## config.mk

```make
export PLATFORM = sky130hd
export DESIGN_NAME = power_seq
export DESIGN_NICKNAME = d
export VERILOG_FILES = /design/src/design/sync_bus.v /design/src/design/shared_pin_mux.v /design/src/design/power_seq.v
export VERILOG_INCLUDE_DIRS = /design/src /design/src/design
export SDC_FILE = /design/constraint.sdc
export NUM_CORES = 1
export LEC_CHECK = 0
export BUFFER_PORTS_ARGS = -buffer_cell sky130_fd_sc_hd__clkbuf_2
export CORE_AREA = 2 2 110 112
export CTS_CLUSTER_DIAMETER = 100
export DETAILED_ROUTE_END_ITERATION = 8
export DIE_AREA = 0 0 112 114
export PLACE_DENSITY = 0.65
export RECOVER_POWER = 25
export SLEW_MARGIN = 25
export SYNTH_ARGS = -nofsm -noshare
export SYNTH_HDL_FRONTEND = slang
export SYNTH_SLANG_ARGS = --single-unit
```

## constraint.sdc

```tcl
create_clock -name clk_i -period 2.85 [get_ports clk_i]
set_clock_uncertainty 0.15 [all_clocks]
set_input_delay 0.285 -clock clk_i [delete_from_list [all_inputs] [get_ports clk_i]]
set_output_delay 0.285 -clock clk_i [all_outputs]
set_load 0.05 [all_outputs]
```

## src/design/power_seq_defines.vh

```
// Constants for the sideband power sequencer: offsets, fields, resets, timings
`ifndef POWER_SEQ_DEFINES_VH
`define POWER_SEQ_DEFINES_VH

// ----------------------------------------------------------------
// Register byte offsets
// ----------------------------------------------------------------
`define OFF_POLICY 8'h00
`define OFF_MGMT 8'h04
`define OFF_SLEEP 8'h08
`define OFF_RESET 8'h0C
`define OFF_STATUS 8'h10

// ----------------------------------------------------------------
// Policy register fields (RTC-backed)
// ----------------------------------------------------------------
`define POL_AFTER_G3 0
`define POL_SLEEP_LAN 1
`define POL_BATT_DIS 2
`define POL_HOST_WW 3
`define POL_GPIO_MODE 4
`define POL_GPIO_DIR 5
`define POL_GPIO_DATA 6
`define POL_WIDTH 7
`define POL_RESET 7'h00

// ----------------------------------------------------------------
// Management register fields
// ----------------------------------------------------------------
`define MG_WL_ACCESS 0
`define MG_LAN_KEEP 1
`define MG_ACK_AC 2
`define MG_ACK_DC 3
`define MG_WIDTH 4
`define MG_RESET 4'h0

// ----------------------------------------------------------------
// Sleep, reset command and status fields
// ----------------------------------------------------------------
`define SL_TGT_LO 0
`define SL_TGT_HI 1
`define SL_MGMT_ON 2
`define SL_GO 3
`define TGT_S3 2'h0
`define TGT_S4 2'h1
`define TGT_S5 2'h2
`define TGT_RESET 2'h2
`define RC_HOST 0
`define RC_CYCLE 1
`define RC_GLOBAL 2
`define RC_S5 3
`define ST_STATE_LO 0
`define ST_STATE_HI 5
`define ST_BATT_LOW 6
`define ST_SMI 7
`define ST_TIMEOUT 8
`define ST_IN_G3 9
`define ST_GPIO_IN 10

// ----------------------------------------------------------------
// Timing
// ----------------------------------------------------------------
`define CLK_HZ 100000000
`define ACK_TIMEOUT_S 4
`define PWR_CYCLE_MS 5
`define ACK_TIMEOUT_CYC (`ACK_TIMEOUT_S * `CLK_HZ)
`define PWR_CYCLE_CYC (`PWR_CYCLE_MS * (`CLK_HZ / 1000))

`endif

```

## src/design/sync_bus.v

```verilog
// Two-flop synchroniser for a bus of independent level inputs
`timescale 1ns/100ps
`default_nettype none

module sync_bus #(
	parameter WIDTH = 3,
	parameter [WIDTH-1:0] INIT = {WIDTH{1'b1}}
) (
	input wire clk_i,
	input wire rst_i,
	input wire [WIDTH-1:0] async_i,
	output wire [WIDTH-1:0] sync_o
);

	genvar g;

	// ----------------------------------------------------------------
	// One chain per bit; the first stage feeds only the second
	// ----------------------------------------------------------------
	generate
		for (g = 0; g < WIDTH; g = g + 1) begin : chain
			reg meta_reg;
			reg stable_reg;
			always @(posedge clk_i) begin
				if (rst_i) begin
					meta_reg <= INIT[g];
					stable_reg <= INIT[g];
				end else begin
					meta_reg <= async_i[g];
					stable_reg <= meta_reg;
				end
			end
			assign sync_o[g] = stable_reg;
		end
	endgenerate

endmodule
`default_nettype wire

```

## src/design/shared_pin_mux.v

```verilog
// Output stage of the pin shared by power-down acknowledge and a GPIO
`timescale 1ns/100ps
`default_nettype none

module shared_pin_mux (
	input wire clk_i,
	input wire rst_i,
	input wire gpio_mode_i,
	input wire gpio_direction_select_i,
	input wire gpio_data_i,
	input wire native_value_i,
	output reg pin_o,
	output reg pin_oe_o
);

	// ----------------------------------------------------------------
	// Native drives the acknowledge, GPIO input floats, GPIO out drives
	// ----------------------------------------------------------------
	always @(posedge clk_i) begin
		if (rst_i) begin
			pin_o <= 1'b0;
			pin_oe_o <= 1'b1;
		end else if (!gpio_mode_i) begin
			pin_o <= native_value_i;
			pin_oe_o <= 1'b1;
		end else if (gpio_direction_select_i) begin
			pin_o <= 1'b0;
			pin_oe_o <= 1'b0;
		end else begin
			pin_o <= gpio_data_i;
			pin_oe_o <= 1'b1;
		end
	end

endmodule
`default_nettype wire

```

## src/design/power_seq.v

```verilog
// Sideband power sequencer: sleep outputs, PHY gates, acknowledge pin, reset flows
`timescale 1ns/100ps
`default_nettype none
`include "power_seq_defines.vh"

module power_seq #(
	parameter [31:0] ACK_TIMEOUT_CYC = `ACK_TIMEOUT_CYC,
	parameter [31:0] PWR_CYCLE_CYC = `PWR_CYCLE_CYC
) (
	input wire clk_i,
	input wire rst_i,
	input wire wb_cyc_i,
	input wire wb_stb_i,
	input wire wb_we_i,
	input wire [7:0] wb_adr_i,
	input wire [3:0] wb_sel_i,
	input wire [31:0] wb_dat_i,
	output reg [31:0] wb_dat_o,
	output reg wb_ack_o,
	input wire battery_low_n_i,
	input wire platform_power_good_i,
	input wire system_reset_button_n_i,
	input wire rtc_well_reset_n_i,
	input wire secondary_rtc_reset_n_i,
	input wire on_battery_i,
	input wire wake_event_i,
	input wire proc_c10_entry_i,
	input wire mem_safe_i,
	input wire reset_ack_i,
	input wire shared_gpio_pin_i,
	output reg sleep_s3_out_n_o,
	output reg sleep_s4_out_n_o,
	output reg sleep_s5_out_n_o,
	output reg mgmt_sleep_out_n_o,
	output reg wired_phy_power_gate_n_o,
	output reg wireless_phy_power_gate_n_o,
	output reg deep_idle_gate_n_o,
	output reg platform_reset_n_o,
	output reg system_mgmt_interrupt_o,
	output reg mem_flush_req_o,
	output wire shared_gpio_pin_o,
	output wire shared_gpio_pin_oe_o
);

	// ----------------------------------------------------------------
	// States, one-hot
	// ----------------------------------------------------------------
	localparam [5:0] ST_S0 = 6'h01;
	localparam [5:0] ST_SX = 6'h02;
	localparam [5:0] ST_DRAIN = 6'h04;
	localparam [5:0] ST_ACKW = 6'h08;
	localparam [5:0] ST_CYCLE = 6'h10;
	localparam [5:0] ST_S5 = 6'h20;

	// Register decode, used by both the write and the read path
	function hit;
		input [7:0] adr;
		input [7:0] off;
		begin
			hit = (adr[7:2] == off[7:2]);
		end
	endfunction

	reg [5:0] state_reg;
	reg [5:0] state_next;
	reg [31:0] cnt_reg;
	reg [`POL_WIDTH-1:0] policy_reg;
	reg [`MG_WIDTH-1:0] mgmt_reg;
	reg [1:0] target_reg;
	reg mgmt_on_reg;
	reg kind_cycle_reg;
	reg kind_s5_reg;
	reg in_g3_reg;
	reg smi_reg;
	reg timeout_reg;
	reg batt_low_prev_reg;
	reg button_prev_reg;
	reg ack_value_reg;
	wire [2:0] sync_out;
	wire batt_low;
	wire button_n;
	wire power_good_s;
	wire access;
	wire wr;
	wire wr_sleep_go;
	wire wr_reset;
	wire any_trig;
	wire trig_cycle;
	wire trig_global;
	wire trig_s5;
	wire wake_ok;
	wire timed_out;
	wire cycle_done;
	wire batt_low_rise;
	wire in_reset_state;
	wire sx_mgmt_off;
	reg [31:0] rd_data;

	// ----------------------------------------------------------------
	// Input synchronisers
	// ----------------------------------------------------------------
	sync_bus #(
		.WIDTH(3),
		.INIT(3'h7)
	) u_sync (
		.clk_i(clk_i),
		.rst_i(rst_i),
		.async_i({platform_power_good_i, system_reset_button_n_i, battery_low_n_i}),
		.sync_o(sync_out)
	);
	assign batt_low = ~sync_out[0];
	assign button_n = sync_out[1];
	assign power_good_s = sync_out[2];

	// ----------------------------------------------------------------
	// Bus strobes and reset triggers
	// ----------------------------------------------------------------
	assign access = wb_cyc_i & wb_stb_i & ~wb_ack_o;
	assign wr = access & wb_we_i & wb_sel_i[0];
	assign wr_sleep_go = wr & hit(wb_adr_i, `OFF_SLEEP) & wb_dat_i[`SL_GO];
	assign wr_reset = wr & hit(wb_adr_i, `OFF_RESET) & (wb_dat_i[3:0] != 4'h0);
	// Power-good loss in S0 is a global reset; the button is a plain host reset
	assign trig_global = (wr_reset & wb_dat_i[`RC_GLOBAL]) | ~power_good_s;
	assign trig_cycle = trig_global | (wr_reset & wb_dat_i[`RC_CYCLE]);
	assign trig_s5 = wr_reset & wb_dat_i[`RC_S5] & ~trig_global;
	assign any_trig = wr_reset | ~power_good_s | (button_prev_reg & ~button_n);
	// Wake is held off while the battery is low, unless the sleep target is S3
	assign wake_ok = wake_event_i & ~(batt_low & (target_reg != `TGT_S3));
	assign timed_out = (cnt_reg >= ACK_TIMEOUT_CYC - 32'h1);
	assign cycle_done = (cnt_reg >= PWR_CYCLE_CYC - 32'h1);
	assign batt_low_rise = batt_low & ~batt_low_prev_reg;
	assign in_reset_state = (state_reg == ST_ACKW) | (state_reg == ST_CYCLE) | (state_reg == ST_S5);
	assign sx_mgmt_off = (state_reg == ST_SX) & ~mgmt_on_reg;

	// ----------------------------------------------------------------
	// Next state
	// ----------------------------------------------------------------
	always @* begin
		state_next = state_reg;
		case (state_reg)
			ST_S0: begin
				if (any_trig) begin
					state_next = ST_DRAIN;
				end else if (wr_sleep_go) begin
					state_next = ST_SX;
				end
			end
			ST_SX: begin
				if (wake_ok) begin
					state_next = ST_S0;
				end
			end
			ST_DRAIN: begin
				// Memory must be quiet before the platform sees reset
				if (mem_safe_i) begin
					state_next = ST_ACKW;
				end
			end
			ST_ACKW: begin
				if (reset_ack_i) begin
					if (kind_s5_reg) begin
						state_next = ST_S5;
					end else if (kind_cycle_reg) begin
						state_next = ST_CYCLE;
					end else begin
						state_next = ST_S0;
					end
				end else if (timed_out) begin
					state_next = ST_CYCLE;
				end
			end
			ST_CYCLE: begin
				if (cycle_done) begin
					state_next = ST_S0;
				end
			end
			ST_S5: begin
				if (wake_ok) begin
					state_next = ST_S0;
				end
			end
			default: begin
				state_next = ST_S0;
			end
		endcase
	end

	// ----------------------------------------------------------------
	// Sequencer registers
	// ----------------------------------------------------------------
	always @(posedge clk_i) begin
		if (rst_i) begin
			state_reg <= ST_SX;
			cnt_reg <= 32'h0;
			target_reg <= `TGT_RESET;
			mgmt_on_reg <= 1'b0;
			kind_cycle_reg <= 1'b0;
			kind_s5_reg <= 1'b0;
			in_g3_reg <= 1'b1;
			timeout_reg <= 1'b0;
			batt_low_prev_reg <= 1'b0;
			button_prev_reg <= 1'b1;
		end else begin
			state_reg <= state_next;
			batt_low_prev_reg <= batt_low;
			button_prev_reg <= button_n;
			// Counter restarts on every state change
			if (state_next != state_reg) begin
				cnt_reg <= 32'h0;
			end else begin
				cnt_reg <= cnt_reg + 32'h1;
			end
			if (state_reg == ST_S0 && any_trig) begin
				kind_cycle_reg <= trig_cycle;
				kind_s5_reg <= trig_s5;
			end else if (state_reg == ST_ACKW && !reset_ack_i && timed_out) begin
				kind_cycle_reg <= 1'b1;
				kind_s5_reg <= 1'b0;
			end
			if (state_reg == ST_S0 && !any_trig && wr_sleep_go) begin
				target_reg <= wb_dat_i[`SL_TGT_HI:`SL_TGT_LO];
				mgmt_on_reg <= wb_dat_i[`SL_MGMT_ON];
			end
			if (state_next == ST_S0) begin
				in_g3_reg <= 1'b0;
			end
			// Timeout flag: escalation wins over a clear in the same cycle
			if (state_reg == ST_ACKW && !reset_ack_i && timed_out) begin
				timeout_reg <= 1'b1;
			end else if (wr && hit(wb_adr_i, `OFF_STATUS) && wb_dat_i[`ST_TIMEOUT]) begin
				timeout_reg <= 1'b0;
			end
		end
	end

	// ----------------------------------------------------------------
	// Policy bits live in the RTC well; primary reset leaves them alone
	// ----------------------------------------------------------------
	always @(posedge clk_i) begin
		if (!rtc_well_reset_n_i) begin
			policy_reg <= `POL_RESET;
		end else if (wr && hit(wb_adr_i, `OFF_POLICY)) begin
			policy_reg <= wb_dat_i[`POL_WIDTH-1:0];
		end
	end

	// ----------------------------------------------------------------
	// Management settings: cleared by primary reset, every power-cycle reset and coin-cell loss
	// ----------------------------------------------------------------
	always @(posedge clk_i) begin
		if (rst_i) begin
			mgmt_reg <= `MG_RESET;
		end else if (!rtc_well_reset_n_i && !secondary_rtc_reset_n_i) begin
			mgmt_reg <= `MG_RESET;
		end else if (state_reg == ST_CYCLE && kind_cycle_reg && cnt_reg == 32'h0) begin
			mgmt_reg <= `MG_RESET;
		end else if (wr && hit(wb_adr_i, `OFF_MGMT)) begin
			mgmt_reg <= wb_dat_i[`MG_WIDTH-1:0];
		end
	end

	// ----------------------------------------------------------------
	// Battery-low interrupt, set wins over a write-one clear
	// ----------------------------------------------------------------
	always @(posedge clk_i) begin
		if (rst_i) begin
			smi_reg <= 1'b0;
			system_mgmt_interrupt_o <= 1'b0;
		end else begin
			if (batt_low_rise && state_reg == ST_S0) begin
				smi_reg <= 1'b1;
			end else if (wr && hit(wb_adr_i, `OFF_STATUS) && wb_dat_i[`ST_SMI]) begin
				smi_reg <= 1'b0;
			end
			system_mgmt_interrupt_o <= smi_reg;
		end
	end

	// ----------------------------------------------------------------
	// Sleep outputs and PHY power gates (1 = rail on)
	// ----------------------------------------------------------------
	always @(posedge clk_i) begin
		if (rst_i) begin
			sleep_s3_out_n_o <= 1'b0;
			sleep_s4_out_n_o <= 1'b0;
			sleep_s5_out_n_o <= 1'b0;
			mgmt_sleep_out_n_o <= 1'b0;
			wired_phy_power_gate_n_o <= 1'b0;
			wireless_phy_power_gate_n_o <= 1'b0;
		end else begin
			case (state_reg)
				ST_S0, ST_DRAIN, ST_ACKW: begin
					sleep_s3_out_n_o <= 1'b1;
					sleep_s4_out_n_o <= 1'b1;
					sleep_s5_out_n_o <= 1'b1;
					mgmt_sleep_out_n_o <= 1'b1;
					wired_phy_power_gate_n_o <= 1'b1;
					wireless_phy_power_gate_n_o <= 1'b1;
				end
				ST_SX: begin
					sleep_s3_out_n_o <= 1'b0;
					sleep_s4_out_n_o <= (target_reg == `TGT_S3);
					sleep_s5_out_n_o <= (target_reg != `TGT_S5);
					mgmt_sleep_out_n_o <= mgmt_on_reg;
					// Mgmt keep overrides the battery cut; G3 exit keeps PHY if asked
					wired_phy_power_gate_n_o <= mgmt_on_reg
						| (in_g3_reg & policy_reg[`POL_AFTER_G3])
						| mgmt_reg[`MG_LAN_KEEP]
						| (policy_reg[`POL_SLEEP_LAN]
						& ~(policy_reg[`POL_BATT_DIS] & on_battery_i));
					wireless_phy_power_gate_n_o <= (mgmt_reg[`MG_WL_ACCESS] & mgmt_on_reg)
						| (policy_reg[`POL_HOST_WW] & (target_reg != `TGT_S3));
				end
				default: begin
					// Power cycle and straight-to-S5: every gated well off
					sleep_s3_out_n_o <= 1'b0;
					sleep_s4_out_n_o <= 1'b0;
					sleep_s5_out_n_o <= 1'b0;
					mgmt_sleep_out_n_o <= 1'b0;
					wired_phy_power_gate_n_o <= 1'b0;
					wireless_phy_power_gate_n_o <= 1'b0;
				end
			endcase
		end
	end

	// ----------------------------------------------------------------
	// Acknowledge value, deep idle gate, memory flush request
	// ----------------------------------------------------------------
	always @(posedge clk_i) begin
		if (rst_i) begin
			ack_value_reg <= 1'b0;
			deep_idle_gate_n_o <= 1'b1;
			mem_flush_req_o <= 1'b0;
		end else begin
			// Zero in S0, Sx with mgmt up and all resets but the S5 hold
			if (sx_mgmt_off || state_reg == ST_S5) begin
				ack_value_reg <= on_battery_i ? mgmt_reg[`MG_ACK_DC] : mgmt_reg[`MG_ACK_AC];
			end else begin
				ack_value_reg <= 1'b0;
			end
			deep_idle_gate_n_o <= in_reset_state | ~proc_c10_entry_i;
			mem_flush_req_o <= (state_reg == ST_DRAIN);
		end
	end

	// ----------------------------------------------------------------
	// Platform reset: power-good loss acts at once, without the clock
	// ----------------------------------------------------------------
	always @(posedge clk_i or negedge platform_power_good_i) begin
		if (!platform_power_good_i) begin
			platform_reset_n_o <= 1'b0;
		end else if (rst_i) begin
			platform_reset_n_o <= 1'b0;
		end else begin
			platform_reset_n_o <= ~in_reset_state & (state_next != ST_ACKW);
		end
	end

	shared_pin_mux u_pin (
		.clk_i(clk_i),
		.rst_i(rst_i),
		.gpio_mode_i(policy_reg[`POL_GPIO_MODE]),
		.gpio_direction_select_i(policy_reg[`POL_GPIO_DIR]),
		.gpio_data_i(policy_reg[`POL_GPIO_DATA]),
		.native_value_i(ack_value_reg),
		.pin_o(shared_gpio_pin_o),
		.pin_oe_o(shared_gpio_pin_oe_o)
	);

	// ----------------------------------------------------------------
	// Read multiplexer; unmapped offsets read zero
	// ----------------------------------------------------------------
	always @* begin
		rd_data = 32'h0;
		if (hit(wb_adr_i, `OFF_POLICY)) begin
			rd_data[`POL_WIDTH-1:0] = policy_reg;
		end else if (hit(wb_adr_i, `OFF_MGMT)) begin
			rd_data[`MG_WIDTH-1:0] = mgmt_reg;
		end else if (hit(wb_adr_i, `OFF_SLEEP)) begin
			rd_data[`SL_TGT_HI:`SL_TGT_LO] = target_reg;
			rd_data[`SL_MGMT_ON] = mgmt_on_reg;
		end else if (hit(wb_adr_i, `OFF_STATUS)) begin
			rd_data[`ST_STATE_HI:`ST_STATE_LO] = state_reg;
			rd_data[`ST_BATT_LOW] = batt_low;
			rd_data[`ST_SMI] = smi_reg;
			rd_data[`ST_TIMEOUT] = timeout_reg;
			rd_data[`ST_IN_G3] = in_g3_reg;
			rd_data[`ST_GPIO_IN] = shared_gpio_pin_i;
		end
	end

	// ----------------------------------------------------------------
	// Wishbone slave: one wait state, every access acknowledged
	// ----------------------------------------------------------------
	always @(posedge clk_i) begin
		if (rst_i) begin
			wb_ack_o <= 1'b0;
			wb_dat_o <= 32'h0;
		end else begin
			wb_ack_o <= access;
			if (access && !wb_we_i) begin
				wb_dat_o <= rd_data;
			end
		end
	end

endmodule
`default_nettype wire

```

After elaboration in Yosys (flattened, before gate mapping)
Cells that the tools add are included.
{ "word_totals": {"regBits": 90, "input_bits": 60} }
{ "classes": {"addsub": 1, "magnitude_cmp": 2, "n_eq_ne": 14, "mux": 36, "n_bitwise": 47, "reduce_logical": 35} }
{ "op_table": {"columns": ["operator", "n"], "rows": [
  ["2-to-1 mux 6 bit", 8],
  ["adder 32 x 1 -> 32 bit, second input constant", 1],
  [">= comparator 32 x 19 -> 1 bit, second input constant", 1],
  [">= comparator 32 x 29 -> 1 bit, second input constant", 1],
  ["logical NOT 32 bit", 1],
  ["one-hot mux 6 bit (5 select lines)", 1],
  ["bitwise AND 1 bit", 23],
  ["equality test 6 x 1 -> 1 bit, second input constant", 3],
  ["equality test 6 x 2 -> 1 bit, second input constant", 3],
  ["logical AND 1 bit", 15],
  ["2-to-1 mux 1 bit", 14],
  ["2-to-1 mux 7 bit", 2],
  ["inverter 1 bit", 13],
  ["equality test 6 x 3 -> 1 bit, second input constant", 2],
  ["2-to-1 mux 11 bit", 1],
  ["OR 1 bit", 11],
  ["one-hot mux 1 bit (2 select lines)", 5],
  ["2-to-1 mux 4 bit", 2],
  ["2-to-1 mux 8 bit", 1],
  ["nonzero test 2 bit", 4],
  ["OR reduction 2 bit", 4],
  ["equality test 6 x 4 -> 1 bit, second input constant", 1],
  ["equality test 6 x 5 -> 1 bit, second input constant", 1],
  ["equality test 6 bit, second input constant", 1],
  ["other kinds (11)", 16]
]} }

Logic depth before layout (Yosys ltp)
Gate-level depths: netlist of the first run.
{ "logic_depth": {"depth_word": 13, "depth_mapped": 8, "ltp_nobuf": 7} }

By module
From an unflattened synthesis of the first run, not the netlist that was laid out.
{ "unflattened": {"cells_unflattened": 505, "area_unflattened_um2": 4388.0} }
{ "by_module_without_submodules": {"columns": ["module", "n_inst", "cells_per_inst", "area_each_um2"], "rows": [
  ["power_seq", 1, 484, 4137.7],
  ["sync_bus", 1, 15, 180.2],
  ["shared_pin_mux", 1, 6, 70.1]
]} }

Least setup slack after synthesis of the first run
Ideal clock, no wire load.
{ "synth_timing": {"path_type": "register to register", "from": "register cnt_reg[0]", "to": "register cnt_reg[23]", "setup_time_ns": 0.123, "t_arrival_ns": 2.028, "required_time_ns": 2.577, "slack_ns": 0.549, "path_stages_with_launch": 9, "path_buffers": 1, "cell_sequence": "dfxtp_1 > ha_1 > and4_1 > nand3_1 > a2111oi_1 > or4_4 > a31o_4 > buf_6 > nor3_2"} }
{ "synth_via": {"elab_chain_cells": 6, "elab_cells_between_ends": 9} }
{ "synth_lines": {"columns": ["item", "line_no", "source"], "rows": [
  ["from (decl)", "power_seq.v:66", "reg [31:0] cnt_reg;"],
  ["from (signal assigned)", "power_seq.v:211", "cnt_reg <= cnt_reg + 32'h1;"],
  [">= comparator 32 x 29 -> 1 bit", "power_seq.v:129", "assign timed_out = (cnt_reg >= ACK_TIMEOUT_CYC - 32'h1);"],
  ["2-to-1 mux 6 bit", "power_seq.v:168", "end else if (timed_out) begin"],
  ["2-to-1 mux 6 bit", "power_seq.v:160", "if (reset_ack_i) begin"],
  ["one-hot mux 6 bit (5 select lines)", "power_seq.v:140", "case (state_reg)"],
  ["inequality test 6 bit", "power_seq.v:208", "if (state_next != state_reg) begin"],
  ["OR reduction 2 bit (no line)", null, null]
]} }
Several ways; a longest one is shown, not always the timed one.
A chain may end at the register's enable or synchronous reset.

Worst setup path in the final report of the first run
{ "layout_timing": {"from": "register cnt_reg[0]", "to": "register cnt_reg[20]"} }
Same word-level chain as after synthesis.

==> results of run 1 <==
metrics by stage:
step	power, mW	cell area, µm²	hold slack [ns]	setup slack [ns]
finish	2.71	5190	0.0266	0.220
global placement	1.66	4920	-0.0805	0.267
detailed placement	1.66	4920	-0.0794	0.247
global route	2.81	5190	0.0433	0.0581
floorplan	1.59	4600	-0.161	0.549
CTS	2.74	5210	0.0192	0.222
kinds of logic after synthesis:
logic type	after synthesis
flip-flops	90
AO/OA/AOI/OAI	73
buffers and inverters	63
XOR/XNOR	31
AND/OR/NAND/NOR	235
other	1
adder cells (fa/ha/maj)	2
multiplexers	11
final cells by class:
type	count	area [µm²]	area share
clock inverter	5	31.3	0.00603
sequential	90	1810	0.348
tap	147	184	0.0354
clock buffer	11	233	0.0449
inverter	16	60.1	0.0116
multi-input combinational	373	2460	0.474
timing repair buffer	71	415	0.0801
path summary, 6_finish.rpt:
path,endpoint,slack [ns],start
min,policy_reg[6],0.03,wb_dat_i[6]
max reg2reg,cnt_reg[20],0.22,cnt_reg[0]
min in group asynchronous,platform_reset_n_o,0.09,platform_power_good_i
max in group asynchronous,platform_reset_n_o,2.35,platform_power_good_i
min reg2reg,u_sync.chain[0].stable_reg,0.26,u_sync.chain[0].meta_reg
max,cnt_reg[20],0.22,cnt_reg[0]
timing repair:
action	4_1_cts	5_1_grt
setup buffers	0	0
endpoints found under the hold margin	4	0
hold buffers	3	0
layout by cell type (no fill, tap or decap), types with 3 or more instances in the layout:
master and count:
sky130_fd_sc_hd__nor4_1 7, sky130_fd_sc_hd__a21oi_1 15, sky130_fd_sc_hd__buf_4 9, sky130_fd_sc_hd__and2_1 3, sky130_fd_sc_hd__a21o_1 3, sky130_fd_sc_hd__o21ai_0 11
sky130_fd_sc_hd__xnor2_1 12, sky130_fd_sc_hd__nand4_1 10, sky130_fd_sc_hd__a21boi_0 8, sky130_fd_sc_hd__xor2_1 19, sky130_fd_sc_hd__or2_2 10, sky130_fd_sc_hd__a221oi_1 7
sky130_fd_sc_hd__a211oi_1 5, sky130_fd_sc_hd__a22oi_1 4, sky130_fd_sc_hd__nand3_1 29, sky130_fd_sc_hd__nor3_1 18, sky130_fd_sc_hd__nand2b_1 5, sky130_fd_sc_hd__and3_1 8
sky130_fd_sc_hd__nor3_2 30, sky130_fd_sc_hd__nand2_1 28, sky130_fd_sc_hd__nor2_1 45, sky130_fd_sc_hd__dlygate4sd3_1 3, sky130_fd_sc_hd__clkbuf_1 20, sky130_fd_sc_hd__dfxtp_1 89
sky130_fd_sc_hd__conb_1 21, sky130_fd_sc_hd__or4_1 3, sky130_fd_sc_hd__buf_12 3, sky130_fd_sc_hd__mux2i_1 11, sky130_fd_sc_hd__clkbuf_16 9, sky130_fd_sc_hd__nor2b_1 4
sky130_fd_sc_hd__nand3b_1 3, sky130_fd_sc_hd__or3_1 7, sky130_fd_sc_hd__and4_1 7, sky130_fd_sc_hd__inv_1 16, sky130_fd_sc_hd__clkbuf_2 38, sky130_fd_sc_hd__clkinv_2 3
tightest hold or removal path, stage by stage:
cell                       delay (ns)
sky130_fd_sc_hd__clkbuf_2        0.08
sky130_fd_sc_hd__nand3_1         0.05
sky130_fd_sc_hd__a21boi_0        0.07
power groups by stage:
stage                     combinational, mW  sequential [mW]  clock (mW)
final                                 0.334             1.30        1.07
after detailed placement              0.334             1.33           0
after floorplan                       0.239             1.35           0
after global placement                0.330             1.33           0
after global routing                  0.360             1.30        1.15
after CTS                             0.339             1.30        1.10
layer usage:
layer / vias up / global-route usage
met1: 1790 / 0.207
li1: 1870 / -
met5: - / 0
met4: 0 / 0.0870
met3: 21 / 0.0329
met2: 78 / 0.293
==> key figures, run 1 <==
Clocking
  – Latest clock arrival within the worst-skew pair: 0.35 ns
  – TritonCTS Buffers: 9
  – Count of H-tree levels built during CTS: 3
  – CTS tree: yes
  – Total number of clock tree sinks: 90
  – Maximum clock insertion buffer count: 2
  – Post-cts sizing count: 0
  – Root buffer cell: sky130_fd_sc_hd__clkbuf_16
  – CTS clk-pin slew, worst paths: 0.06 ns

Synth
  – Synthesized area: about 0.0045 mm²
  – Complex-gate fraction of the synthesized area: 0.113
  – Mean area per synthesized cell: between 8 and 9 µm²
  – Count of mapped cells out of synthesis: approximately 510
  – Count of different cell masters after synthesis: 66
  – Dominant synthesized flop cell: sky130_fd_sc_hd__dfxtp_1
  – Most instantiated cells after synthesis: sky130_fd_sc_hd__dfxtp_1 (89), sky130_fd_sc_hd__nor2_1 (45), sky130_fd_sc_hd__nor3_2 (30)
  – Top-count cell post-synth: sky130_fd_sc_hd__dfxtp_1
  – Dominant cell type by area after synthesis: sky130_fd_sc_hd__dfxtp_1
  – Post-synth ARST share: 0.0111
  – Combinational family with the most area after synthesis: simple AND/OR/NAND/NOR gates
  – Xor/xnor cell area share of the yosys netlist: 0.0601
  – Number of enable-type register cells in the synthesized netlist: 0
  – Cell types with the largest area share after synthesis: sky130_fd_sc_hd__dfxtp_1 (39%), sky130_fd_sc_hd__nor3_2 (6.6%), sky130_fd_sc_hd__nor2_1 (3.7%)
  – Share of Yosys cell area claimed by the top area cell type: 0.394
  – Simple-gate portion of the synthesized area: 0.318
  – Portion of netlist area occupied by mux cells: 0.0244
  – Synthesis warning total: 0
  – Part of the Yosys area used for sequential elements: 0.400
  – Fraction of the mapped netlist area in adder cells: 0.00554
  – #FFs+latches synth: 90

Critical path
  – Most Frequent Cell on Critical Path: sky130_fd_sc_hd__buf_4
  – CP Class: flip-flop to flip-flop
  – WP data required: 2.98 ns
  – Critical path capture point type: flip-flop
  – Path length in cells of the critical path: 9
  – Slowest Stage Delay on Critical Path: between 0.4 and 0.5 ns
  – Crit path cell chain: ha_1 -> and4_1 -> nand3_1 -> a2111oi_1 -> buf_4 -> or4_4 -> a31o_4 -> buf_4 -> nor3_2
  – Worst R2R Path Depth: 9
  – CP Max Fanout: 11
  – Number of buffers and inverters on the critical path: 2
  – Worst EP arrival: around 2.8 ns
  – Startpoint type of the worst setup path: flip-flop
  – Dominant delay contributor by cell family on the critical path: simple AND/OR/NAND/NOR gates
  – Worst path slowest cell: sky130_fd_sc_hd__or4_4

Route
  – Final routed wirelength across all metal layers: 10400 µm
  – Remaining routing DRC violations: 0
  – Vias after detailed routing: 3759
  – Routed wire length on met3: between 400 and 500 µm
  – DR WL/cell: ~15 µm
  – Top routing layer in use: met4
  – Final antenna-violating net count: 0
  – Met1 Routed Length: 4680 µm
  – Avg Vias per Cell: 5.27
  – Number of violations reported at the end of detailed-routing iteration 0: just under 200
  – First-pass DRT Iterations: 4
  – Detailed-routed wire length on met2: roughly 5000 µm

Min path
  – Hold path cells: 3
  – Class of the most critical hold timing path: input port to flip-flop

Floorplanning
  – Die outline width: 112 µm
  – Area of the core region: 0.0117 mm²
  – I/O pin cnt: around 110
  – Die Y-Extent: ~110 µm
  – Number of core rows: 40
  – Effective utilization at floorplan: 0.386
  – Die area: between 0.01 and 0.015 mm²

Run
  – Max Cap Violations: 1

Layout
  – Total number of nets in the final design: between 600 and 700
  – Fraction of final layout cells with drive strength greater than 1: 0.203
  – Area grow syn2layout: 14.8%
  – Filler cell count: 1215
  – Largest register FFs: 32
  – Final design utilization: 0.443
  – Final cell count without fillers: 713
  – Count of antenna diodes in the layout: 0

Power
  – Sequential share of power: 0.480
  – Int Power: 1.96 mW
  – Worst vdd ir: about 0.29 mV
  – Leakage power of the design: about 1.9 nW
  – Sw frac: 0.274
  – Power density over the cells: between 500 and 600 mW/mm²
  – Comb power frac: 0.123
  – Clk pwr share: 0.397
  – Switch Pwr: ~740 µW

Placement
  – DP Cell Count: between 600 and 700
  – Final weighted congestion of routability-driven global placement: roughly 0.86
  – Number of input and output port buffers inserted: 55
  – Detailed placement HPWL: about 7700 µm

GRT
  – Antenna violations before repair: 0
  – GRT overflow: 0
  – Pin count of the biggest net entering global routing: 45
  – GRT Util Overall: 0.171
  – Global-route wire length before repair: between 15000 and 20000 µm
  – Via count of the first global-routing pass: between 3000 and 4000

STA
  – Setup TNS: 0 ns
  – Achievable clock frequency: around 380 MHz
  – Count of final max-slew check failures: between 40 and 50
  – Relative max-transition margin: -0.192
  – RSZ-0062 raised after global routing: no
  – Slew of the pin with the lowest slew margin: 1.79 ns
  – Minimum clock period: between 2 and 3 ns
  – Period utilisation layout: 0.923
  – Total of endpoints with negative setup slack in the final report: 0
  – Number of endpoints with negative hold slack in the final report: 0

Status
  – Status: complete, but fails checks
  – Violations in the final reports: max-capacitance violations, max-slew violations
Note: power is estimated with default switching activity, not from simulation.
==> run 2: changes to the inputs <==
--- a/config.mk
+++ b/config.mk
@@ -6,11 +6,12 @@
 export SDC_FILE = /design/constraint.sdc
 export NUM_CORES = 1
 export LEC_CHECK = 0
+export ABC_AREA = 1
 export BUFFER_PORTS_ARGS = -buffer_cell sky130_fd_sc_hd__clkbuf_2
-export CORE_AREA = 2 2 110 112
+export CORE_AREA = 2 2 112 114
 export CTS_CLUSTER_DIAMETER = 100
 export DETAILED_ROUTE_END_ITERATION = 8
-export DIE_AREA = 0 0 112 114
+export DIE_AREA = 0 0 114 116
 export PLACE_DENSITY = 0.65
 export RECOVER_POWER = 25
 export SLEW_MARGIN = 25
==> run 2 against run 1 <==
Net effect:
- non-clock buffer count decreased by 4
- combinational power hardly changed
- critical path depth is 7 higher
- power rose by 3.9%
- sequential power about the same
- the run now ends clean
- setup slack improved by 0.087 ns
- die area is 3.6% higher
- utilization is 0.87 points higher
- maximum frequency increased by 3.4%
==> key figures, run 2 <==
Floorplanning
  – Area of the core region: between 0.01 and 0.015 mm²
  – Die outline width: 114 µm
  – Die Y-Extent: approximately 120 µm
  – Effective utilization at floorplan: 0.393
  – Number of core rows: 40
  – I/O pin cnt: approximately 110
  – Die area: between 0.01 and 0.015 mm²

Synth
  – Dominant cell type by area after synthesis: sky130_fd_sc_hd__dfxtp_1
  – Synthesis warning total: 0
  – Fraction of the mapped netlist area in adder cells: 0.00535
  – Top-count cell post-synth: sky130_fd_sc_hd__nand2_1
  – Part of the Yosys area used for sequential elements: 0.386
  – Xor/xnor cell area share of the yosys netlist: 0.0562
  – #FFs+latches synth: 90
  – Number of enable-type register cells in the synthesized netlist: 0
  – Mean area per synthesized cell: between 7 and 8 µm²
  – Count of mapped cells out of synthesis: between 600 and 700
  – Combinational family with the most area after synthesis: simple AND/OR/NAND/NOR gates
  – Portion of netlist area occupied by mux cells: 0
  – Most instantiated cells after synthesis: sky130_fd_sc_hd__nand2_1 (102), sky130_fd_sc_hd__inv_1 (96), sky130_fd_sc_hd__dfxtp_1 (89)
  – Complex-gate fraction of the synthesized area: 0.107
  – Dominant synthesized flop cell: sky130_fd_sc_hd__dfxtp_1
  – Simple-gate portion of the synthesized area: 0.317
  – Share of Yosys cell area claimed by the top area cell type: 0.381
  – Synthesized area: around 0.0047 mm²
  – Cell types with the largest area share after synthesis: sky130_fd_sc_hd__dfxtp_1 (38%), sky130_fd_sc_hd__nand2_1 (8.2%), sky130_fd_sc_hd__inv_1 (7.7%)
  – Count of different cell masters after synthesis: 49
  – Post-synth ARST share: 0.0111

Critical path
  – CP Class: flip-flop to flip-flop
  – WP data required: approximately 3 ns
  – Critical R2R Launch: cnt_reg[0]
  – Startpoint type of the worst setup path: flip-flop
  – Critical path capture point type: flip-flop
  – Capturing point of the worst reg2reg path: cnt_reg[0]
  – First element of the critical path: cnt_reg[0]
  – CP Max Fanout: 24
  – Worst reg-to-reg setup slack: ~0.3 ns
  – Worst R2R Path Depth: 16
  – Worst EP arrival: approximately 2.7 ns
  – Capturing element of the worst setup path: cnt_reg[0]

Layout
  – Total number of nets in the final design: 772
  – Most frequent cells in the layout: sky130_fd_sc_hd__nand2_1 (102), sky130_fd_sc_hd__inv_1 (96), sky130_fd_sc_hd__dfxtp_1 (89), sky130_fd_sc_hd__nor2_1 (64)
  – Filler cell count: between 1000 and 1500
  – Largest register FFs: 32
  – Fraction of final layout cells with drive strength greater than 1: 0.182
  – Final Instance Area: 0.00538 mm²
  – Area grow syn2layout: 15.1%
  – Most common library cell in the layout ignoring fill and taps: sky130_fd_sc_hd__nand2_1
  – Count of antenna diodes in the layout: 0

Power
  – Pwr Total: ~2.8 mW
  – Leakage power of the design: roughly 2.2 nW
  – Worst vdd ir: 0.367 mV
  – Power density over the cells: between 500 and 600 mW/mm²

Clocking
  – Count of H-tree levels built during CTS: 3
  – Root buffer cell: sky130_fd_sc_hd__clkbuf_16
  – CTS clk-pin slew, worst paths: roughly 0.070 ns
  – TritonCTS Buffers: 9
  – Total number of clock tree sinks: 90
  – Latest clock arrival within the worst-skew pair: around 0.35 ns
  – Maximum clock insertion buffer count: 2
  – CTS tree: yes

STA
  – Slew of the pin with the lowest slew margin: 0.963 ns
  – Count of final max-slew check failures: 0
  – Relative max-transition margin: 0.358
  – Total of endpoints with negative setup slack in the final report: 0
  – Setup TNS: 0 ns
  – Period utilisation layout: 0.892
  – Number of endpoints with negative hold slack in the final report: 0
  – Achievable clock frequency: 393 MHz
  – Minimum clock period: 2.54 ns
  – RSZ-0062 raised after global routing: no

GRT
  – Pin count of the biggest net entering global routing: 25
  – GRT Util Overall: 0.178
  – Antenna violations before repair: 0
  – Via count of the first global-routing pass: ~4200
  – GRT overflow: 0
  – Global-route wire length before repair: 18900 µm

Placement
  – Detailed placement HPWL: roughly 8500 µm
  – Final weighted congestion of routability-driven global placement: between 0.8 and 0.9
  – Number of input and output port buffers inserted: 55
  – Dpl cell area: roughly 0.005 mm²

Route
  – Remaining routing DRC violations: 0
  – DR WL/cell: between 10 and 15 µm
  – Final antenna-violating net count: 0
  – First-pass DRT Iterations: 6
  – Avg Vias per Cell: between 4 and 5
  – Number of violations reported at the end of detailed-routing iteration 0: about 280
  – Final routed wirelength across all metal layers: roughly 11000 µm
  – Vias after detailed routing: ~4300

Status
  – Status: finished, final reports clean

Min path
  – Class of the most critical hold timing path: input port to flip-flop
  – Start point of the worst min-delay path: wb_dat_i[6]

Run
  – Max Cap Violations: 0
==> run 2: cell count changes in the layout (fill, tap and decap cells not counted), sizes merged, moves of 7 or more <==
| cell | before | now |
|---|---|---|
| nand2 | 29 | 102 |
| nor3 | 48 | 12 |
| nand3 | 29 | 48 |
| or3 | 8 | 0 |
| nor2 | 45 | 109 |
| o21ai | 11 | 29 |
| and4 | 7 | 0 |
| mux2i | 11 | 0 |
| and3 | 8 | 1 |
| a21oi | 16 | 34 |
| inv | 16 | 101 |
| xnor2 | 12 | 5 |
==> run 2: logic make-up after synthesis <==
logic type,count (synthesis)
DFF,90
buffers and inverters,131
other,1
and+or+nand+nor,303
adders and majority gates,2
xor gates and xnor gates,30
AOI/OAI and AO/OA,86
==> run 2: worst max-delay path: stages, from the launching register on <==
cell	delay [ns]
sky130_fd_sc_hd__dfxtp_1	0.35
sky130_fd_sc_hd__ha_1	0.22
sky130_fd_sc_hd__nand3_1	0.16
sky130_fd_sc_hd__nor2_1	0.22
sky130_fd_sc_hd__nand2_1	0.07
sky130_fd_sc_hd__nand2_1	0.07
sky130_fd_sc_hd__nand2_1	0.08
sky130_fd_sc_hd__nand3_1	0.08
sky130_fd_sc_hd__nand2_1	0.05
sky130_fd_sc_hd__nand2_1	0.08
sky130_fd_sc_hd__nand2_1	0.08
sky130_fd_sc_hd__nand2_1	0.07
sky130_fd_sc_hd__nand3_1	0.07
sky130_fd_sc_hd__nor2_1	0.19
sky130_fd_sc_hd__nand3_4	0.21
sky130_fd_sc_hd__buf_12	0.24
sky130_fd_sc_hd__nor2_1	0.09
==> run 2: power breakdown <==
part           leakage [nW]  total [mW]  switching, mW  internal (mW)
Combinational          1.33       0.334          0.252         0.0825
Clock                 0.147        1.17          0.523          0.650
Sequential            0.733        1.30         0.0184           1.29
==> run 2: what timing repair did <==
action,4_1_cts,5_1_grt
endpoints found under the hold margin,5,0
resized for setup,0,1
hold buffers,4,0
endpoints found under the setup margin,0,23
setup buffers,0,0
==> run 2: final cells by class <==
cell class,instances,area (µm²),share of cell area
Tap cell,147,184,0.0342
Multi-Input combinational cell,442,2360,0.438
Sequential cell,90,1810,0.336
Clock buffer,11,253,0.0470
Timing Repair Buffer,67,362,0.0672
Inverter,100,375,0.0698
Clock inverter,5,43.8,0.00814
==> run 2: how the worst min path moves through the flow <==
stage | end | depth (start not counted) | slack, ns
finish | policy_reg[6] | 3 | 0.01
global route | policy_reg[6] | 3 | 0.04
CTS | policy_reg[6] | 3 | 0.01
detailed placement | platform_reset_n_o | 1 | -0.08
global placement | platform_reset_n_o | 1 | -0.08
floorplan | platform_reset_n_o | 0 | -0.16
==> run 2: per-layer routing <==
layer | track usage | wire length [µm] | vias to the layer above
met5 | 0 | 0 | -
met4 | 0.0593 | 240 | 0
met3 | 0.0455 | 621 | 23
met2 | 0.305 | 5290 | 135
met1 | 0.219 | 5050 | 1959
li1 | - | - | 2155
==> run 2: per-stage QoR <==
step	util	setup WS, ns	hold slack (ns)	cells
floorplan	-	0.704	-0.161	663
global placement	0.425	0.321	-0.0849	842
detailed placement	0.425	0.252	-0.0824	842
CTS	0.453	0.269	0.0107	862
global route	0.452	0.0325	0.0397	862
finish	0.452	0.307	0.0126	862
==> run 3: changes to the inputs <==
--- a/config.mk
+++ b/config.mk
@@ -6,12 +6,11 @@
 export SDC_FILE = /design/constraint.sdc
 export NUM_CORES = 1
 export LEC_CHECK = 0
-export ABC_AREA = 1
 export BUFFER_PORTS_ARGS = -buffer_cell sky130_fd_sc_hd__clkbuf_2
-export CORE_AREA = 2 2 112 114
+export CORE_AREA = 2 2 110 112
 export CTS_CLUSTER_DIAMETER = 100
 export DETAILED_ROUTE_END_ITERATION = 8
-export DIE_AREA = 0 0 114 116
+export DIE_AREA = 0 0 112 114
 export PLACE_DENSITY = 0.65
 export RECOVER_POWER = 25
 export SLEW_MARGIN = 25
==> constraint.sdc (replaced) <==
create_clock -name clk_i -period 2.43 [get_ports clk_i]
set_clock_uncertainty 0.15 [all_clocks]
set_input_delay 0.243 -clock clk_i [delete_from_list [all_inputs] [get_ports clk_i]]
set_output_delay 0.243 -clock clk_i [all_outputs]
set_load 0.05 [all_outputs]
==> run 3 against run 2 <==
Net effect:
- the flow now finishes with violations (max-capacitance violations, max-slew violations, negative setup slack)
- non-clock buffer count up 43
- sequential cell count unchanged
- utilization up 2.8 points
- sequential share of layout area down 1.4 points
- count of clock-buffer cells in the layout down 1
- sequential power up 17%
- global-route usage down 0.43 points
- routed wire length down 1.2%
- critical path type unchanged
- largest cell class unchanged
- highest routed layer unchanged
==> key figures, run 3 (synthesis gave the netlist of run 1 again) <==
Status
  – Status: complete, but fails checks
  – Violations in the final reports: max-capacitance violations, max-slew violations, negative setup slack

Critical path
  – Worst reg-to-reg setup slack: -0.002 ns
  – Capturing point of the worst reg2reg path: cnt_reg[22]
  – Worst R2R Path Depth: 7
  – Most Frequent Cell on Critical Path: sky130_fd_sc_hd__or3_4
  – Worst path slowest cell: sky130_fd_sc_hd__or4_4
  – Critical R2R Launch: cnt_reg[11]
  – CP Class: flip-flop to flip-flop
  – Crit path cell chain: or3_4 -> or3_4 -> or4_4 -> a21oi_4 -> a31o_4 -> clkbuf_16 -> nor3_2
  – Path length in cells of the critical path: 7
  – Critical path capture point type: flip-flop
  – Number of buffers and inverters on the critical path: 1
  – CP Max Fanout: 9
  – Dominant delay contributor by cell family on the critical path: simple AND/OR/NAND/NOR gates
  – Worst EP arrival: approximately 2.5 ns
  – Slowest Stage Delay on Critical Path: 0.50 ns
  – WP data required: around 2.5 ns
  – Startpoint type of the worst setup path: flip-flop

Floorplanning
  – Area of the core region: about 0.012 mm²
  – Die area: between 0.01 and 0.015 mm²
  – Number of core rows: 40
  – I/O pin cnt: 105
  – Die Y-Extent: approximately 110 µm
  – Effective utilization at floorplan: 0.386
  – Die outline width: 112 µm

Layout
  – Area grow syn2layout: 24.2%
  – Count of antenna diodes in the layout: 0
  – Filler cell count: between 1000 and 1500
  – Most common library cell in the layout ignoring fill and taps: sky130_fd_sc_hd__dfxtp_1
  – Most frequent cells in the layout: sky130_fd_sc_hd__dfxtp_1 (88), sky130_fd_sc_hd__nor2_1 (45), sky130_fd_sc_hd__clkbuf_2 (44), sky130_fd_sc_hd__buf_4 (41), sky130_fd_sc_hd__nor3_2 (31)
  – Largest register FFs: 32
  – Final Instance Area: approximately 0.0056 mm²
  – Total number of nets in the final design: approximately 660
  – Final design utilization: 0.479
  – Fraction of final layout cells with drive strength greater than 1: 0.278

Route
  – Avg Vias per Cell: between 5 and 6
  – Number of violations reported at the end of detailed-routing iteration 0: roughly 230
  – Remaining routing DRC violations: 0
  – Vias after detailed routing: 3904
  – Final routed wirelength across all metal layers: between 10000 and 15000 µm
  – First-pass DRT Iterations: 4
  – Final antenna-violating net count: 0
  – DR WL/cell: 14.7 µm

STA
  – Total of endpoints with negative setup slack in the final report: 4
  – Final worst-path setup slack: -0.00173 ns
  – RSZ-0062 raised after global routing: yes
  – Count of final max-slew check failures: 44
  – Minimum clock period: approximately 2.4 ns
  – Achievable clock frequency: slightly above 400 MHz
  – Slew of the pin with the lowest slew margin: roughly 1.7 ns
  – Number of endpoints with negative hold slack in the final report: 0
  – Period utilisation layout: 1.00
  – Relative max-transition margin: -0.134

GRT
  – Antenna violations before repair: 0
  – Via count of the first global-routing pass: between 3000 and 4000
  – Pin count of the biggest net entering global routing: 44
  – GRT Util Overall: 0.174
  – Global-route wire length before repair: between 15000 and 20000 µm
  – GRT overflow: 0

Power
  – Pwr Total: ~3.3 mW
  – Worst vdd ir: around 0.47 mV
  – Power density over the cells: between 500 and 600 mW/mm²
  – Leakage power of the design: ~2.1 nW

Min path
  – Start point of the worst min-delay path: wb_dat_i[7]
  – Hold path cells: 3
  – Class of the most critical hold timing path: input port to flip-flop
  – Capture endpoint of the worst hold path: smi_reg

Clocking
  – Maximum clock insertion buffer count: 2
  – Latest clock arrival within the worst-skew pair: between 0.3 and 0.4 ns
  – Count of H-tree levels built during CTS: 3
  – CTS tree: yes
  – Root buffer cell: sky130_fd_sc_hd__clkbuf_16
  – CTS clk-pin slew, worst paths: around 0.070 ns
  – Total number of clock tree sinks: 90
  – TritonCTS Buffers: 9

Placement
  – Number of input and output port buffers inserted: 55
  – Final weighted congestion of routability-driven global placement: roughly 0.86
  – Detailed placement HPWL: around 8000 µm
  – Dpl cell area: between 0.005 and 0.006 mm²

Run
  – Max Cap Violations: 1
## run 3: where the power goes
group          internal [mW]  switching, mW  total, mW  leakage, nW
logic                  0.148          0.298      0.446         1.26
registers               1.50         0.0167       1.52        0.733
clock network          0.720          0.596       1.32        0.134
## run 3: metrics by stage
stage	setup TNS (ns)	setup slack, ns	hold slack [ns]	instances
finish	-0.00364	-0.00173	0.0225	752
global route	-0.639	-0.0379	0.0249	752
CTS	0	0.00510	0.0111	751
detailed placement	-0.167	-0.0997	-0.119	727
global placement	-0.0262	-0.0262	-0.121	727
floorplan	0	0.129	-0.203	526
## run 3: area by class of cell
cell class	count	area, µm²	area share
Clock buffer	10	239	0.0426
Sequential cell	90	1810	0.322
Tap cell	147	184	0.0328
Timing Repair Buffer	110	763	0.136
Clock inverter	6	42.5	0.00758
Inverter	16	60.1	0.0107
Multi-Input combinational cell	373	2520	0.449
## run 3: how the worst max path moves through the flow
stage,from,end,slack (ns)
after floorplan,cnt_reg[0],cnt_reg[23],0.13
after global placement,cnt_reg[11],cnt_reg[29],-0.03
after detailed placement,cnt_reg[11],cnt_reg[29],-0.1
after CTS,cnt_reg[11],cnt_reg[29],0.005
after global routing,cnt_reg[11],cnt_reg[4],-0.04
final,cnt_reg[11],cnt_reg[22],-0.002
## run 3: tightest hold or removal path: stages
cell	delay, ns
sky130_fd_sc_hd__clkbuf_2	0.08
sky130_fd_sc_hd__nand3_1	0.05
sky130_fd_sc_hd__a22o_1	0.12
## run 3: layer usage
metal / routed length (µm) / GRT usage / part of all wire / vias to the layer above
li1: - / - / - / 1953
met1: 4980 / 0.210 / 0.45 / 1844
met2: 5350 / 0.295 / 0.48 / 87
met3: 475 / 0.0340 / 0.043 / 20
met4: 259 / 0.0902 / 0.023 / 0
met5: 0 / 0 / 0 / -
## run 3: timing repair
item / in CTS / in global routing
hold buffers: 8 / 0
gates cloned: 0 / 2
setup endpoints to repair: 30 / 34
setup buffers: 0 / 0
resized for setup: 4 / 10
pin swaps: 0 / 3
endpoints found under the hold margin: 9 / 0
